===== config.mk =====
export PLATFORM = sky130hd
export DESIGN_NAME = twbf_top
export DESIGN_NICKNAME = d
export VERILOG_FILES = /design/src/hw/twbf_pkg.sv /design/src/hw/twbf_top.sv
export SDC_FILE = /design/constraint.sdc
export NUM_CORES = 1
export LEC_CHECK = 0
export BUFFER_PORTS_ARGS = -buffer_cell sky130_fd_sc_hd__buf_2
export CORE_MARGIN = 8
export CORE_UTILIZATION = 61
export DETAILED_ROUTE_END_ITERATION = 8
export PLACE_DENSITY = 0.86
export SYNTH_ARGS = -nofsm -noshare
export SYNTH_HDL_FRONTEND = slang
export SYNTH_SLANG_ARGS = --single-unit

===== constraint.sdc =====
create_clock -name clk_in -period 4.97 [get_ports clk_in]
set_input_delay 0.497 -clock clk_in [delete_from_list [all_inputs] [get_ports clk_in]]
set_output_delay 0.497 -clock clk_in [all_outputs]
set_load 0.01 [all_outputs]

===== src/hw/twbf_pkg.sv =====
package twbf_pkg;

  localparam int DATA_W = 8;
  localparam int FIFO_DEPTH = 16;
  localparam int ADDR_W = 7;
  localparam logic [3:0] BITS_PER_BYTE = 4'h8;
  localparam logic [3:0] LAST_TX_FALL = 4'h7;
  localparam logic [6:0] GEN_CALL_ADDR = 7'h00;
  localparam logic [3:0] RESERVED_TOP = 4'hF;
  localparam logic DIR_READ = 1'b1;
  localparam logic LINE_LOW = 1'b0;

  typedef enum logic [2:0] {
    ST_IDLE,
    ST_ADDR,
    ST_ADDR_ACK,
    ST_RX,
    ST_RX_ACK,
    ST_TX_LOAD,
    ST_TX,
    ST_TX_ACK
  } twbf_state_e;

  typedef struct packed {
    logic [1:0] scl_sy;
    logic [1:0] sda_sy;
    logic scl_d;
    logic sda_d;
    twbf_state_e st;
    logic busy;
    logic [3:0] cnt;
    logic [7:0] sh;
    logic rw;
    logic gc;
    logic sda_oe;
    logic scl_oe;
    logic push;
  } twbf_core_s;

  typedef struct packed {
    logic [4:0] wr_ptr;
    logic [4:0] rd_ptr;
  } twbf_fifo_s;

endpackage : twbf_pkg


===== src/hw/twbf_top.sv =====
module twbf_fifo import twbf_pkg::*; #(
  parameter int WIDTH = DATA_W,
  parameter int DEPTH = FIFO_DEPTH
) (
  // Clock and reset
  input wire logic clk_in,
  input wire logic nrst_in,
  // Fill side
  input wire logic wr_valid_in,
  output logic wr_ready_out,
  input wire logic [WIDTH-1:0] wr_data_in,
  // Drain side
  output logic rd_valid_out,
  input wire logic rd_ready_in,
  output logic [WIDTH-1:0] rd_data_out
);
  localparam int PW = $clog2(DEPTH);

  logic [WIDTH-1:0] mem [DEPTH];
  logic [PW:0] wr_ptr_reg;
  logic [PW:0] rd_ptr_reg;
  logic [PW:0] wr_ptr_next;
  logic [PW:0] rd_ptr_next;
  logic full;
  logic empty;
  logic do_wr;
  logic do_rd;

  // Extra pointer bit separates full from empty
  assign empty = (wr_ptr_reg == rd_ptr_reg);
  assign full = (wr_ptr_reg[PW] != rd_ptr_reg[PW]) &&
                (wr_ptr_reg[PW-1:0] == rd_ptr_reg[PW-1:0]);
  assign wr_ready_out = !full;
  assign rd_valid_out = !empty;
  assign rd_data_out = mem[rd_ptr_reg[PW-1:0]];
  assign do_wr = wr_valid_in && !full;
  assign do_rd = rd_ready_in && !empty;

  always_comb begin
    wr_ptr_next = wr_ptr_reg;
    rd_ptr_next = rd_ptr_reg;
    if (do_wr) begin
      wr_ptr_next = wr_ptr_reg + 1'b1;
    end
    if (do_rd) begin
      rd_ptr_next = rd_ptr_reg + 1'b1;
    end
  end

  always_ff @(posedge clk_in or negedge nrst_in) begin
    if (!nrst_in) begin
      wr_ptr_reg <= '0;
      rd_ptr_reg <= '0;
    end else begin
      wr_ptr_reg <= wr_ptr_next;
      rd_ptr_reg <= rd_ptr_next;
    end
  end

  always_ff @(posedge clk_in) begin
    if (do_wr) begin
      mem[wr_ptr_reg[PW-1:0]] <= wr_data_in;
    end
  end

endmodule // twbf_fifo

// Summary of operation
// One clock pulse per bit; data steady while clock high, except start/stop.
// Master marks start and stop by moving data while clock is high.
// Bus busy from start until the following stop.
// Repeated start restarts a transfer; bus stays busy until stop.
// Address packet: seven address bits, direction bit, acknowledge bit.
// Direction one means read, zero means write.
// Addressed slave pulls data low in ninth cycle; unable slave leaves high.
// After unacknowledged address master sends stop or repeated start.
// Address sent most significant bit first.
// All-zero address is general call; enabled slaves acknowledge writes.
// Masters never send general call with read direction.
// Addresses with top four bits set are reserved.
// Data packet: byte most significant bit first, then acknowledge.
// Receiver pulls data low in ninth cycle to acknowledge, else not.
// Receiver that cannot take more answers not-acknowledge.
// Master drives clock and conditions; receiver drives acknowledge.
// Transfer needs start, address, data packet and stop.
// Slave may stretch clock low; master waits for release.
// Lines are only pulled low or released to the pull-up.
// Interface disabled while its power-off bit is one.
// Data and acknowledge sampled while clock high, after stretch release.
module twbf_top import twbf_pkg::*; #(
  parameter int RX_DEPTH = FIFO_DEPTH
) (
  // Clock and reset
  input wire logic clk_in,
  input wire logic nrst_in,
  // Bus pins
  input wire logic scl_in,
  output logic scl_out,
  output logic scl_oe_out,
  input wire logic sda_in,
  output logic sda_out,
  output logic sda_oe_out,
  // Configuration
  input wire logic serial_bus_power_off_bit_in,
  input wire logic [ADDR_W-1:0] own_addr_in,
  input wire logic gc_enable_in,
  // Status
  output logic busy_out,
  output logic addressed_out,
  output logic general_call_out,
  // Received byte stream
  output logic rx_valid_out,
  input wire logic rx_ready_in,
  output logic [DATA_W-1:0] rx_data_out,
  // Byte stream to send
  input wire logic tx_valid_in,
  output logic tx_ready_out,
  input wire logic [DATA_W-1:0] tx_data_in
);

  twbf_core_s s_reg;
  twbf_core_s s_next;
  logic scl;
  logic sda;
  logic rise;
  logic fall;
  logic start_det;
  logic stop_det;
  logic fifo_ready;
  logic [ADDR_W-1:0] rx_addr;
  logic addr_hit;
  logic gc_hit;

  twbf_fifo #(
    .WIDTH(DATA_W),
    .DEPTH(RX_DEPTH)
  ) u_rx_fifo (
    .clk_in(clk_in),
    .nrst_in(nrst_in),
    .wr_valid_in(s_reg.push),
    .wr_ready_out(fifo_ready),
    .wr_data_in(s_reg.sh),
    .rd_valid_out(rx_valid_out),
    .rd_ready_in(rx_ready_in),
    .rd_data_out(rx_data_out)
  );

  // Only the second stage feeds logic
  assign scl = s_reg.scl_sy[1];
  assign sda = s_reg.sda_sy[1];
  // sample edge
  assign rise = scl && !s_reg.scl_d;
  assign fall = !scl && s_reg.scl_d;
  // conditions while clock high
  assign start_det = scl && s_reg.scl_d && s_reg.sda_d && !sda;
  assign stop_det = scl && s_reg.scl_d && !s_reg.sda_d && sda;

  // address and direction split
  assign rx_addr = s_reg.sh[7:1];
  // reserved own address never answers
  assign addr_hit = (rx_addr == own_addr_in) && (own_addr_in[6:3] != RESERVED_TOP);
  // general call only with write
  assign gc_hit = gc_enable_in && (rx_addr == GEN_CALL_ADDR) && (s_reg.sh[0] != DIR_READ);

  // open drain, only low or released
  assign scl_out = LINE_LOW;
  assign sda_out = LINE_LOW;
  assign scl_oe_out = s_reg.scl_oe;
  assign sda_oe_out = s_reg.sda_oe;
  assign busy_out = s_reg.busy;
  assign general_call_out = s_reg.gc;
  assign addressed_out = (s_reg.st != ST_IDLE) && (s_reg.st != ST_ADDR);
  assign tx_ready_out = (s_reg.st == ST_TX_LOAD) && !serial_bus_power_off_bit_in;

  always_comb begin
    s_next = s_reg;
    s_next.scl_sy = {s_reg.scl_sy[0], scl_in};
    s_next.sda_sy = {s_reg.sda_sy[0], sda_in};
    s_next.scl_d = scl;
    s_next.sda_d = sda;
    s_next.push = 1'b0;
    if (serial_bus_power_off_bit_in) begin
      // held idle, lines released
      s_next.st = ST_IDLE;
      s_next.busy = 1'b0;
      s_next.sda_oe = 1'b0;
      s_next.scl_oe = 1'b0;
      s_next.gc = 1'b0;
      s_next.cnt = '0;
    end else if (start_det) begin
      // repeated start resets framing
      s_next.st = ST_ADDR;
      // busy from start
      s_next.busy = 1'b1;
      s_next.cnt = '0;
      s_next.sda_oe = 1'b0;
      s_next.scl_oe = 1'b0;
      s_next.gc = 1'b0;
    end else if (stop_det) begin
      // free after stop
      s_next.st = ST_IDLE;
      s_next.busy = 1'b0;
      s_next.sda_oe = 1'b0;
      s_next.scl_oe = 1'b0;
      s_next.gc = 1'b0;
    end else begin
      case (s_reg.st)
        ST_IDLE: begin
          s_next.sda_oe = 1'b0;
        end
        ST_ADDR: begin
          if (rise) begin
            // first bit lands on top
            s_next.sh = {s_reg.sh[6:0], sda};
            s_next.cnt = s_reg.cnt + 1'b1;
          end else if (fall && s_reg.cnt == BITS_PER_BYTE) begin
            s_next.rw = s_reg.sh[0];
            s_next.gc = gc_hit;
            // acknowledge in ninth cycle or stay off the bus
            if (addr_hit || gc_hit) begin
              s_next.sda_oe = 1'b1;
              s_next.st = ST_ADDR_ACK;
            end else begin
              // wait for stop or repeated start
              s_next.st = ST_IDLE;
            end
          end
        end
        ST_ADDR_ACK: begin
          if (fall) begin
            s_next.sda_oe = 1'b0;
            s_next.cnt = '0;
            // direction picks the path
            if (s_reg.rw == DIR_READ) begin
              s_next.st = ST_TX_LOAD;
              // stretch until a byte is ready
              s_next.scl_oe = 1'b1;
            end else begin
              s_next.st = ST_RX;
            end
          end
        end
        ST_RX: begin
          if (rise) begin
            // byte shifts in MSB first
            s_next.sh = {s_reg.sh[6:0], sda};
            s_next.cnt = s_reg.cnt + 1'b1;
          end else if (fall && s_reg.cnt == BITS_PER_BYTE) begin
            // full buffer answers not-acknowledge
            s_next.sda_oe = fifo_ready;
            s_next.push = fifo_ready;
            s_next.rw = !fifo_ready;
            s_next.st = ST_RX_ACK;
          end
        end
        ST_RX_ACK: begin
          if (fall) begin
            // receiver releases after its acknowledge
            s_next.sda_oe = 1'b0;
            s_next.cnt = '0;
            s_next.st = s_reg.rw ? ST_IDLE : ST_RX;
          end
        end
        ST_TX_LOAD: begin
          if (tx_valid_in) begin
            s_next.sh = tx_data_in;
            // MSB first on the line
            s_next.sda_oe = !tx_data_in[7];
            s_next.cnt = '0;
            s_next.st = ST_TX;
          end
        end
        ST_TX: begin
          // free clock a cycle after first bit settles
          s_next.scl_oe = 1'b0;
          if (fall) begin
            // data moves only while clock low
            if (s_reg.cnt == LAST_TX_FALL) begin
              s_next.sda_oe = 1'b0;
              s_next.st = ST_TX_ACK;
            end else begin
              s_next.sh = {s_reg.sh[6:0], 1'b0};
              s_next.sda_oe = !s_reg.sh[6];
              s_next.cnt = s_reg.cnt + 1'b1;
            end
          end
        end
        ST_TX_ACK: begin
          if (rise) begin
            // low line is acknowledge
            s_next.rw = !sda;
          end else if (fall) begin
            if (s_reg.rw) begin
              s_next.st = ST_TX_LOAD;
              s_next.scl_oe = 1'b1;
            end else begin
              // Master ended the read; stay off until the next start
              s_next.st = ST_IDLE;
            end
          end
        end
        default: begin
          s_next.st = ST_IDLE;
        end
      endcase
    end
  end

  always_ff @(posedge clk_in or negedge nrst_in) begin
    if (!nrst_in) begin
      s_reg <= '{scl_sy: 2'h3, sda_sy: 2'h3, scl_d: 1'b1, sda_d: 1'b1,
                 st: ST_IDLE, default: '0};
    end else begin
      s_reg <= s_next;
    end
  end
endmodule // twbf_top


Yosys cells after proc, flatten, opt, wreduce, memory -nomap -nowiden. Memory sizes are Yosys's and may differ from the RTL's. Index checks and enable logic that the tools add are counted. Widths: inputs -> output; s select.

Reduce and logical (&&, ||, !) cells: 47. Bitwise operators: 4. Multiplexer cells: 59. $add $sub $neg: 3. Equality and inequality tests: 43.

Operators by type and width (count): $ne 5x5->1 const B (12); $mux 3 (19); $mux 12 (4); $pmux 8 s3 (1); $mux 1 (23); $pmux 3 s7 (1); $reduce_bool 10->1 (2); $logic_and 1x1->1 (16); $mux 8 (2); $ne 2x2->1 const B (8); $ne 4x4->1 const B (4); $pmux 4 s4 (1); $mux 13 (1); $eq 3x3->1 const B (4); $reduce_and 12->1 (1); $reduce_bool 3->1 (4); $reduce_bool 6->1 (2); $add 5x1->5 const B (2); $reduce_and 10->1 (1); $logic_not 1->1 (9); $reduce_and 9->1 (1); $ne 4x1->1 const B (2); $reduce_and 8->1 (1); $reduce_bool 4->1 (2); other kinds (25) (33).

Memories kept: 1. RAM bits: 128. Bits in registers: 37.

Memories: u_rx_fifo.mem (words 16, width 8, read ports 1, clocked after Yosys merged registers in 0, wr ports 1, line twbf_top.sv:19) `logic [WIDTH-1:0] mem [DEPTH];`.

Longest topological paths before layout. Gate-level depths: netlist of run 1.

Depth after elaboration: 11. Mapped depth: 8.

Modules after synthesis. A second synthesis of run 1 with hierarchy kept.

Cell total of the unflattened synthesis: 466. Area, all modules: 7357.1 um2.

By module, submodules not included: twbf_fifo (seq. area each 4093.9 um2, area an instance 5669.2 um2, cells each 284, times used 1); twbf_top (seq. area each 683.2 um2, area an instance 1687.9 um2, cells each 182, times used 1).

Worst setup path after synthesis of run 1. OpenSTA, ideal clock, no wires.

Path kind: reg2out. Start: register u_rx_fifo.rd_ptr_reg[0]. End: output rx_data_out[0]. Buffers on the path: 2. Arrival: 1859 ps. Setup slack: 2614 ps. Cell stages (with the launch flop): 5. Required time: 4473 ps. Cells stage by stage: dfrtp_1 > buf_2 > buf_2 > mux4_2 > mux4_2.

Longest elaborated chain between the ends: 1.

Ends and longest elaborated chain: start, declared (line twbf_top.sv:21) `logic [PW:0] rd_ptr_reg;`; start signal, assigned (line twbf_top.sv:56) `rd_ptr_reg <= rd_ptr_next;`; $mem_v2 16x8; end, declared (line twbf_top.sv:114) `output logic [DATA_W-1:0] rx_data_out,`.

Every way passes these cells.

Worst setup path after layout of run 1.
Start: register u_rx_fifo.rd_ptr_reg[0]. End: output rx_data_out[7].

Same word-level chain as after synthesis.

==> impl_metrics.json, run 1 <==
{
  "cts_inserted_buffers": 17,
  "p_per_area_nw_per_um2": 499,
  "slew-limit-headroom": 0.111,
  "async_reset_ff_frac": 0.224,
  "crit_type": "register to output port",
  "die_w_um": 124,
  "antenna_found_initial": 1,
  "swShare": 0.295,
  "grt_pass1_wl_mm": 24.4,
  "detail-route-antenna-nets": 0,
  "gp_congestion": 0.894,
  "drt_iter0_drc": 402,
  "vias_per_cell": 6.60,
  "grt_use_total": 0.222,
  "drive_above_1_share": 0.264,
  "start_util": 0.625,
  "arrival_ps": 2770,
  "syn-cell-area_um2": 7140,
  "synth_adder_area_share": 0.0137,
  "synth-edff-count": 128,
  "ys_seq_area_frac": 0.669,
  "portBuffers": 37,
  "synth_area_leaders": "edfxtp_1, mux4_2, dfrtp_1",
  "cpMostUsedCell": "mux4_2",
  "largest_reg_flops": 128,
  "first_pass_iters": 5,
  "p_clk_frac": 0.326,
  "syn_to_final_growth_pct": 12.1,
  "setup_ws_ps": 1710,
  "grt_max_degree": 38,
  "drv_slew": 0,
  "crit_required_ps": 4470,
  "routed-via-count": 4174,
  "synth_cell_types": 55,
  "wire_per_inst_um": 25.2,
  "grt_pass1_vias": 4172,
  "post_cts_buffers": 0,
  "pin_count": 40,
  "p_int_mw": 2.82,
  "setup-violations-final": 0,
  "max_cap_viol_count": 0,
  "clk_pin_slew_ps": 70,
  "rsz0062_at_grt": "false",
  "critPathLaunchType": "register",
  "core_area_um2": 11400,
  "hp-class": "input pin to register",
  "h-tree-depth": 4,
  "num_antenna_cells": 0,
  "min_period_ps": 3260,
  "dp_slack_ps": 1650,
  "grt-ovfl-total": 0,
  "syn_inst": 441,
  "synth.largest_area_cell": "edfxtp_1",
  "rows": 39,
  "ctsResizeCount": 0,
  "totalPowerFinal_mw": 4.00,
  "max_freq_mhz": 306,
  "drc": 0,
  "fill_cells": 717,
  "sequentialPowerShare": 0.456,
  "syn_area_per_cell_um2": 16.2,
  "ys_warn_count": 0,
  "status": "complete, no violations",
  "synthXorXnorAreaFrac": 0.0258,
  "yosys.area.top_type_share": 0.538,
  "cts_tree": "built",
  "cts_hold_buf": 0,
  "finalNetCount": 506,
  "wl_mm": 15.9,
  "die_area_um2": 15400,
  "synth-simple-area-share": 0.0745,
  "worst_pin_slew_ps": 1320,
  "p_switching_mw": 1.18,
  "critical_path.max_stage_delay_ps": 620,
  "vdd_ir_drop_max_v": 0.000389,
  "synth_mux_area_frac": 0.144,
  "ys_seq_elements": 165,
  "cts.sinks": 165,
  "hold_violations": 0,
  "combPwrFrac": 0.217,
  "clock_latency_ps": 430,
  "worst-path-max-fanout": 24,
  "die_h_um": 124,
  "end_kind": "output port",
  "synth_compound_area_frac": 0.0508,
  "root_buffer": "clkbuf_16",
  "cp_slowest_cell": "dfrtp_2",
  "dp_hpwl_mm": 10.3,
  "tns_ps": 0,
  "synth_top_family_by_area": "multiplexers",
  "fin_worst_skew_ps": 11.9,
  "power_leakage_nw": 2.81,
  "ys.flop_type": "edfxtp_1",
  "clock_path_buffers": 2,
  "crit_chain": "buf_4 > mux4_2 > mux4_2 > buf_2",
  "post-route-period-util": 0.657
}
-- kinds of logic (layout without fill, tap and decap cells) --
group	Yosys count	count (layout)
other	1	2
AND/OR/NAND/NOR	102	102
adder cells (fa/ha/maj)	8	8
multiplexers	52	52
AO/OA/AOI/OAI	57	57
XOR/XNOR	21	21
buffers and inverters	35	82
flip-flops	165	165
-- metrics by stage --
step,area [um^2],util,hold WS (ps),instances
after floorplan,7140,-,201,442
after global placement,7410,0.649,345,600
after detailed placement,7410,0.649,347,600
after CTS,8000,0.701,159,632
after global routing,8010,0.701,159,632
final,8010,0.701,171,632
-- critical path, delay by kind of cell, from the launching register on --
| kind | cells | cell delay (ps) |
|---|---|---|
| flops | 1 | 620 |
| buf+inv | 2 | 640 |
| mux | 2 | 1070 |
-- path summary, 6_finish.rpt --
| kind | from | endpoint | slack [ps] | depth (start not counted) |
|---|---|---|---|---|
| max reg2reg | u_rx_fifo.rd_ptr_reg[2] | u_rx_fifo.mem[0][0] | 1710 | 6 |
| max in group asynchronous | nrst_in | u_rx_fifo.rd_ptr_reg[0] | 4180 | 1 |
| min reg2reg | s_next[26] | s_next[22] | 360 | 0 |
| min | scl_in | s_next[26] | 170 | 1 |
| min in group asynchronous | nrst_in | sda_oe_out | 180 | 1 |
| max | u_rx_fifo.rd_ptr_reg[0] | rx_data_out[7] | 1710 | 4 |
-- cells in the mapped netlist (all sizes together), types with 2 or more instances --
master,n
edfxtp,128
mux4,40
dfrtp,31
nand2,29
o21ai,21
nor2,20
buf,14
xnor2,13
inv,11
clkbuf,10
a21oi,9
nor3,9
a31oi,8
xor2,8
ha,7
mux2i,7
nand2b,7
dfstp,6
nand3,6
nand4,6
mux2,5
a21o,4
and2,3
and3,3
nor4,3
o22ai,3
a211o,2
and2b,2
nand4b,2
nor2b,2
nor3b,2
nor4bb,2
o2bb2ai,2
or3,2
or4,2
-- per-layer routing --
metal | share of wire | global-route usage
met5 | 0.00082 | 0
met4 | 0.026 | 0.0855
met3 | 0.082 | 0.0467
met2 | 0.50 | 0.367
met1 | 0.39 | 0.282
-- cell type report --
cell class,instances,area (um^2),area share
clock buffers,17,425,0.0531
inverters,11,41.3,0.00516
flip-flops and latches,165,4780,0.597
repair buffers,39,200,0.0250
multi-input cells,242,2220,0.277
clock inverters,15,165,0.0206
well taps,143,179,0.0224
-- power by group through the flow --
stage	Sequential, mW	Combinational, mW	Clock [mW]
2_1_floorplan	1.68	0.762	0
3_3_place_gp	1.83	0.834	0
3_5_place_dp	1.85	0.867	0
4_1_cts	1.82	0.876	1.31
5_1_grt	1.84	0.934	1.36
6_report	1.82	0.869	1.30
-- placed cells by master (no fill, tap or decap), types with 8 or more instances in the layout --
| cell | synthesis | routed |
|---|---|---|
| dfrtp_1 | 31 | 30 |
| inv_1 | 11 | 11 |
| buf_2 | 11 | 37 |
| xor2_1 | 8 | 8 |
| a31oi_1 | 8 | 8 |
| nor3_1 | 9 | 8 |
| a21oi_1 | 9 | 9 |
| edfxtp_1 | 128 | 128 |
| nand2_1 | 29 | 29 |
| clkbuf_16 | 0 | 17 |
| o21ai_0 | 19 | 19 |
| mux4_2 | 40 | 40 |
| xnor2_1 | 13 | 13 |
| nor2_1 | 20 | 20 |
Note: power is estimated with default switching activity, not from simulation.
==> run 2, diff against run 1 <==
--- a/config.mk
+++ b/config.mk
@@ -5,6 +5,7 @@
 export SDC_FILE = /design/constraint.sdc
 export NUM_CORES = 1
 export LEC_CHECK = 0
+export ABC_AREA = 1
 export BUFFER_PORTS_ARGS = -buffer_cell sky130_fd_sc_hd__buf_2
 export CORE_MARGIN = 8
 export CORE_UTILIZATION = 61
==> constraint.sdc (replaced) <==
create_clock -name clk_in -period 3.4 [get_ports clk_in]
set_input_delay 0.34 -clock clk_in [delete_from_list [all_inputs] [get_ports clk_in]]
set_output_delay 0.34 -clock clk_in [all_outputs]
set_load 0.01 [all_outputs]
==> run 2 against run 1 <==
Critical path depth up 3. Critical path type unchanged. Count of clock-buffer cells in the layout unchanged. Via count up 36%. Critical endpoint unchanged. Clock power up 42%. Synthesized cell count up 64%.
==> impl_metrics.json, run 2 <==
{
  "status": "complete, no violations",
  "critical_path_cell_count": 7,
  "dp_hpwl_mm": 12.0,
  "crit_required_ps": 3060,
  "post-route-period-util": 0.895,
  "ys_seq_elements": 165,
  "async_reset_ff_frac": 0.224,
  "vdd_ir_drop_max_v": 0.000479,
  "num_antenna_cells": 0,
  "rows": 41,
  "gp_congestion": 0.945,
  "h-tree-depth": 4,
  "reg2reg_from": "u_rx_fifo.rd_ptr_reg[2]",
  "synth.largest_area_cell": "edfxtp_1",
  "ff2ff_path_depth": 7,
  "drive_above_1_share": 0.165,
  "synth_top_family_by_area": "simple AND/OR/NAND/NOR gates",
  "endpoint": "rx_data_out[7]",
  "pin_count": 40,
  "synth-simple-area-share": 0.193,
  "max_freq_mhz": 329,
  "drv_slew": 0,
  "drt_iter0_drc": 711,
  "post-route-util": 0.685,
  "crit_chain": "inv_1 > buf_4 > nor2_1 > o32ai_1 > nand2_1 > nand3_1 > buf_2",
  "ys_warn_count": 0,
  "syn_to_final_growth_pct": 11.7,
  "grt_max_degree": 68,
  "post-synth-top-count-cell": "nor2_1",
  "cp_slowest_cell": "inv_1",
  "drc": 0,
  "syn_area_per_cell_um2": 10.5,
  "clock_latency_ps": 440,
  "tns_ps": 0,
  "cts_inserted_buffers": 17,
  "syn_inst": 722,
  "synth_compound_area_frac": 0.0955,
  "mostFrequentLayoutCells": "nor2_1, edfxtp_1, nand2_1, o21ai_0",
  "path_buf_inv": 3,
  "finalNetCount": 789,
  "ctsResizeCount": 0,
  "min_period_ps": 3040,
  "setup-violations-final": 0,
  "synth_mux_area_frac": 0.00263,
  "wire_per_inst_um": 19.6,
  "detail-route-antenna-nets": 0,
  "slew-limit-headroom": 0.411,
  "final_common_cell": "nor2_1",
  "grt-ovfl-total": 0,
  "first_pass_iters": 5,
  "root_buffer": "clkbuf_16",
  "max_cap_viol_count": 0,
  "critical_path.max_stage_delay_ps": 570,
  "cts_tree": "built",
  "die_h_um": 128,
  "crit_type": "register to output port",
  "worst_pin_slew_ps": 883,
  "regToRegEndpoint": "u_rx_fifo.mem[11][1]",
  "power_leakage_nw": 3.23,
  "synth-edff-count": 128,
  "largest_reg_flops": 128,
  "grt_pass1_vias": 5692,
  "yosys.area.top_type_share": 0.505,
  "ys_top_cells_by_count": "nor2_1, edfxtp_1, nand2_1, o21ai_0, nand3_1",
  "vias_per_cell": 6.01,
  "ys_seq_area_frac": 0.628,
  "core_area_um2": 12400,
  "clock_path_buffers": 2,
  "critPathLaunch": "u_rx_fifo.rd_ptr_reg[0]",
  "fin_worst_skew_ps": 6.31,
  "portBuffers": 37,
  "rsz0062_at_grt": "false",
  "die_area_um2": 16300,
  "synth_cell_types": 44,
  "synth_area_leaders": "edfxtp_1, dfrtp_1, nor2_1",
  "r2r_setup_slack_ps": 680,
  "grt_pass1_wl_mm": 29.5,
  "hp-class": "input pin to asynchronous set/reset pin",
  "antenna_found_initial": 0,
  "ys.flop_type": "edfxtp_1",
  "hold_violations": 0,
  "grt_use_total": 0.242,
  "clk_pin_slew_ps": 70,
  "wl_mm": 18.5,
  "start_util": 0.613,
  "syn-cell-area_um2": 7610,
  "end_kind": "output port",
  "cts.sinks": 165,
  "critPathTopFamily": "buffers and inverters",
  "die_w_um": 128,
  "critPathLaunchType": "register",
  "p_per_area_nw_per_um2": 796,
  "synth_adder_area_share": 0.0115,
  "arrival_ps": 2700,
  "routed-via-count": 5675,
  "synthXorXnorAreaFrac": 0.0230,
  "worst-path-max-fanout": 33
}
==> run 2: cell count changes after synthesis, moves of 9 or more <==
cell / change
inv_1: +21
nor2_1: +124
nand3_1: +31
o21ai_0: +44
o32ai_1: +15
o211ai_1: +15
o21ai_2: +9
nand2_1: +83
mux4_2: -40
==> run 2: logic make-up (layout without fill, tap and decap cells) <==
logic type	count (synthesis)	after routing
simple gates	337	337
flops	165	165
compound gates	116	116
buf+inv	74	123
xor+xnor	20	20
fa+ha+maj	7	7
mux	2	2
other cells	1	2
==> run 2: metrics by stage <==
stage	worst slack, ps	cells	hold slack, ps	power [mW]	cell area [um^2]
global route	168	944	63.1	7.09	8500
detailed placement	865	910	348	4.89	7910
finish	356	944	6.34	6.77	8500
floorplan	1550	723	44.4	4.18	7610
global placement	965	910	347	4.80	7910
CTS	362	944	40.6	6.75	8500
==> run 2: timing repair <==
action / in CTS / in global routing
buffers inserted: 0 / 0
hold buffers: 2 / 0
endpoints found under the hold margin: 2 / 0
==> run 2: worst register-to-register path: cells and delay by family (launching register included) <==
family,cells,cell delay (ps)
simple gates,5,1270
flops,1,700
buf+inv,1,140
xor+xnor,1,240
==> run 2: worst min-delay path by stage <==
stage | startpoint | end | slack [ps] | cells after the start
floorplan | nrst_in | busy_out | 40 | 0
global placement | s_next[24] | s_next[21] | 350 | 0
detailed placement | s_next[24] | s_next[21] | 350 | 0
CTS | nrst_in | s_reg[14] | 40 | 1
global route | nrst_in | s_reg[14] | 60 | 1
finish | nrst_in | s_reg[14] | 6 | 1
==> run 2: area by class of cell <==
cell class | instances | area, um^2
Clock inverter | 15 | 148
Timing Repair Buffer | 50 | 288
Multi-Input combinational cell | 484 | 2480
Clock buffer | 17 | 425
Tap cell | 172 | 215
Sequential cell | 165 | 4780
Inverter | 41 | 166
Fill cell | 885 | 3910
==> run 2: power by group <==
group          total (mW)  internal, mW  switching [mW]
sequential           2.68          2.45           0.237
clock                1.85          1.02           0.834
combinational        2.23         0.712            1.52
==> run 2: metal layers <==
layer  GRT usage  vias to the layer above  routed length (um)
met3      0.0661                       75                1600
li1            -                     2567                   -
met1       0.275                     2715                6820
met4       0.159                        0                 986
met2       0.396                      318                9090
met5           0                        -                   0
==> run 3, diff against run 2 <==
--- a/config.mk
+++ b/config.mk
@@ -10,7 +10,7 @@
 export CORE_MARGIN = 8
 export CORE_UTILIZATION = 61
 export DETAILED_ROUTE_END_ITERATION = 8
-export PLACE_DENSITY = 0.86
+export PLACE_DENSITY = 0.8
 export SYNTH_ARGS = -nofsm -noshare
 export SYNTH_HDL_FRONTEND = slang
 export SYNTH_SLANG_ARGS = --single-unit
==> run 3 against run 2 <==
Die area did not move. Design area grew 0.84%. Clock power is 15% higher. Sequential share of layout area is 0.45 points lower. Via count decreased by 2.9%. Global-route usage down 0.83 points. Critical path type unchanged.
==> impl_metrics.json, run 3 (synthesis gave the netlist of run 2 again) <==
{
  "status": "complete, no violations",
  "clock_latency_ps": 430,
  "slew-limit-headroom": 0.420,
  "regToRegEndpoint": "u_rx_fifo.mem[0][3]",
  "final_common_cell": "nor2_1",
  "post-route-period-util": 0.786,
  "cpMostUsedCell": "o21ai_0",
  "worst-path-max-fanout": 65,
  "clock_path_buffers": 2,
  "tns_ps": 0,
  "totalPowerFinal_mw": 7.03,
  "drive_above_1_share": 0.161,
  "wire_per_inst_um": 19.2,
  "worst_pin_slew_ps": 869,
  "combPwrFrac": 0.314,
  "fill_cells": 905,
  "swShare": 0.360,
  "drc": 0,
  "cts.sinks": 165,
  "r2r_setup_slack_ps": 920,
  "setup_ws_ps": 729,
  "grt_use_total": 0.233,
  "cp_slowest_cell": "buf_4",
  "vdd_ir_drop_max_v": 0.000437,
  "cts_inserted_buffers": 17,
  "min_period_ps": 2670,
  "post_cts_buffers": 0,
  "ff2ff_path_depth": 7,
  "drv_slew": 0,
  "largest_reg_flops": 128,
  "mostFrequentLayoutCells": "nor2_1, edfxtp_1, nand2_1, o21ai_0",
  "grt_pass1_wl_mm": 29.0,
  "gp_congestion": 0.930,
  "num_antenna_cells": 0,
  "clk_pin_slew_ps": 60,
  "first_pass_iters": 5,
  "die_h_um": 128,
  "power_leakage_nw": 3.27,
  "path_buf_inv": 2,
  "grt_max_degree": 68,
  "crit_required_ps": 3060,
  "setup-violations-final": 0,
  "routed-via-count": 5509,
  "hold_violations": 0,
  "fin_worst_skew_ps": 13.7,
  "max_cap_viol_count": 0,
  "core_area_um2": 12400,
  "p_int_mw": 4.50,
  "die_w_um": 128,
  "rsz0062_at_grt": "false",
  "hp-class": "input pin to asynchronous set/reset pin",
  "dp_slack_ps": 1020,
  "arrival_ps": 2330,
  "p_clk_frac": 0.302,
  "vias_per_cell": 5.85,
  "pin_count": 40,
  "root_buffer": "clkbuf_16",
  "rows": 41,
  "cts_tree": "built",
  "crit_chain": "buf_4 > o21ai_0 > o21ai_0 > o211ai_1 > nand3_1 > buf_2",
  "max_freq_mhz": 374,
  "start_util": 0.613,
  "critPathLaunchType": "register",
  "critPathTopFamily": "compound AO/OA/AOI/OAI gates",
  "p_per_area_nw_per_um2": 820,
  "detail-route-antenna-nets": 0,
  "finalNetCount": 787,
  "antenna_found_initial": 0,
  "dp_hpwl_mm": 12.0,
  "grt-ovfl-total": 0,
  "wl_mm": 18.1,
  "die_area_um2": 16300,
  "end_kind": "output port",
  "reg2reg_from": "u_rx_fifo.rd_ptr_reg[2]",
  "grt_pass1_vias": 5553,
  "portBuffers": 37,
  "p_switching_mw": 2.53,
  "h-tree-depth": 4,
  "critical_path.max_stage_delay_ps": 520,
  "sequentialPowerShare": 0.384,
  "cts_hold_buf": 2,
  "syn_to_final_growth_pct": 12.7,
  "fin_hold_ws_ps": 15.6,
  "ctsResizeCount": 0,
  "drt_iter0_drc": 660,
  "crit_type": "register to output port"
}
[run 3: routing by layer]
layer  track usage  wire length, um  up-vias
met5             0                0        -
met4         0.112              610        0
met3        0.0541             1250       47
met2         0.383             8860      260
met1         0.287             7330     2648
li1              -                -     2554
[run 3: area by class of cell]
| type | instances | area [um^2] | area share |
|---|---|---|---|
| clock inverter | 11 | 198 | 0.0231 |
| clock buffer | 21 | 460 | 0.0537 |
| multi-input combinational | 484 | 2480 | 0.290 |
| tap | 172 | 215 | 0.0251 |
| inverter | 41 | 166 | 0.0194 |
| sequential | 165 | 4780 | 0.557 |
| timing repair buffer | 48 | 273 | 0.0318 |
[run 3: worst max path at each step]
stage                                       start                    to  depth (start not counted)
after floorplan           u_rx_fifo.rd_ptr_reg[2]  u_rx_fifo.mem[11][0]                          8
after global placement    u_rx_fifo.rd_ptr_reg[2]   u_rx_fifo.mem[1][7]                          7
after detailed placement  u_rx_fifo.rd_ptr_reg[2]   u_rx_fifo.mem[0][3]                          7
after CTS                 u_rx_fifo.rd_ptr_reg[0]        rx_data_out[7]                          6
after global routing      u_rx_fifo.rd_ptr_reg[0]        rx_data_out[3]                          8
final                     u_rx_fifo.rd_ptr_reg[0]        rx_data_out[7]                          6
[run 3: power by group through the flow]
stage / Combinational [mW] / Sequential [mW] / Clock, mW
floorplan: 1.52 / 2.65 / 0
global placement: 2.11 / 2.73 / 0
detailed placement: 2.17 / 2.74 / 0
CTS: 2.19 / 2.70 / 2.14
global route: 2.43 / 2.72 / 2.22
finish: 2.21 / 2.70 / 2.12
[run 3: metrics by stage]
step | std cells | utilization | instance area [um^2]
after detailed placement | 908 | 0.636 | 7900
after CTS | 942 | 0.691 | 8570
final | 942 | 0.691 | 8570
after global routing | 942 | 0.691 | 8570
after floorplan | 723 | - | 7610
after global placement | 908 | 0.636 | 7900
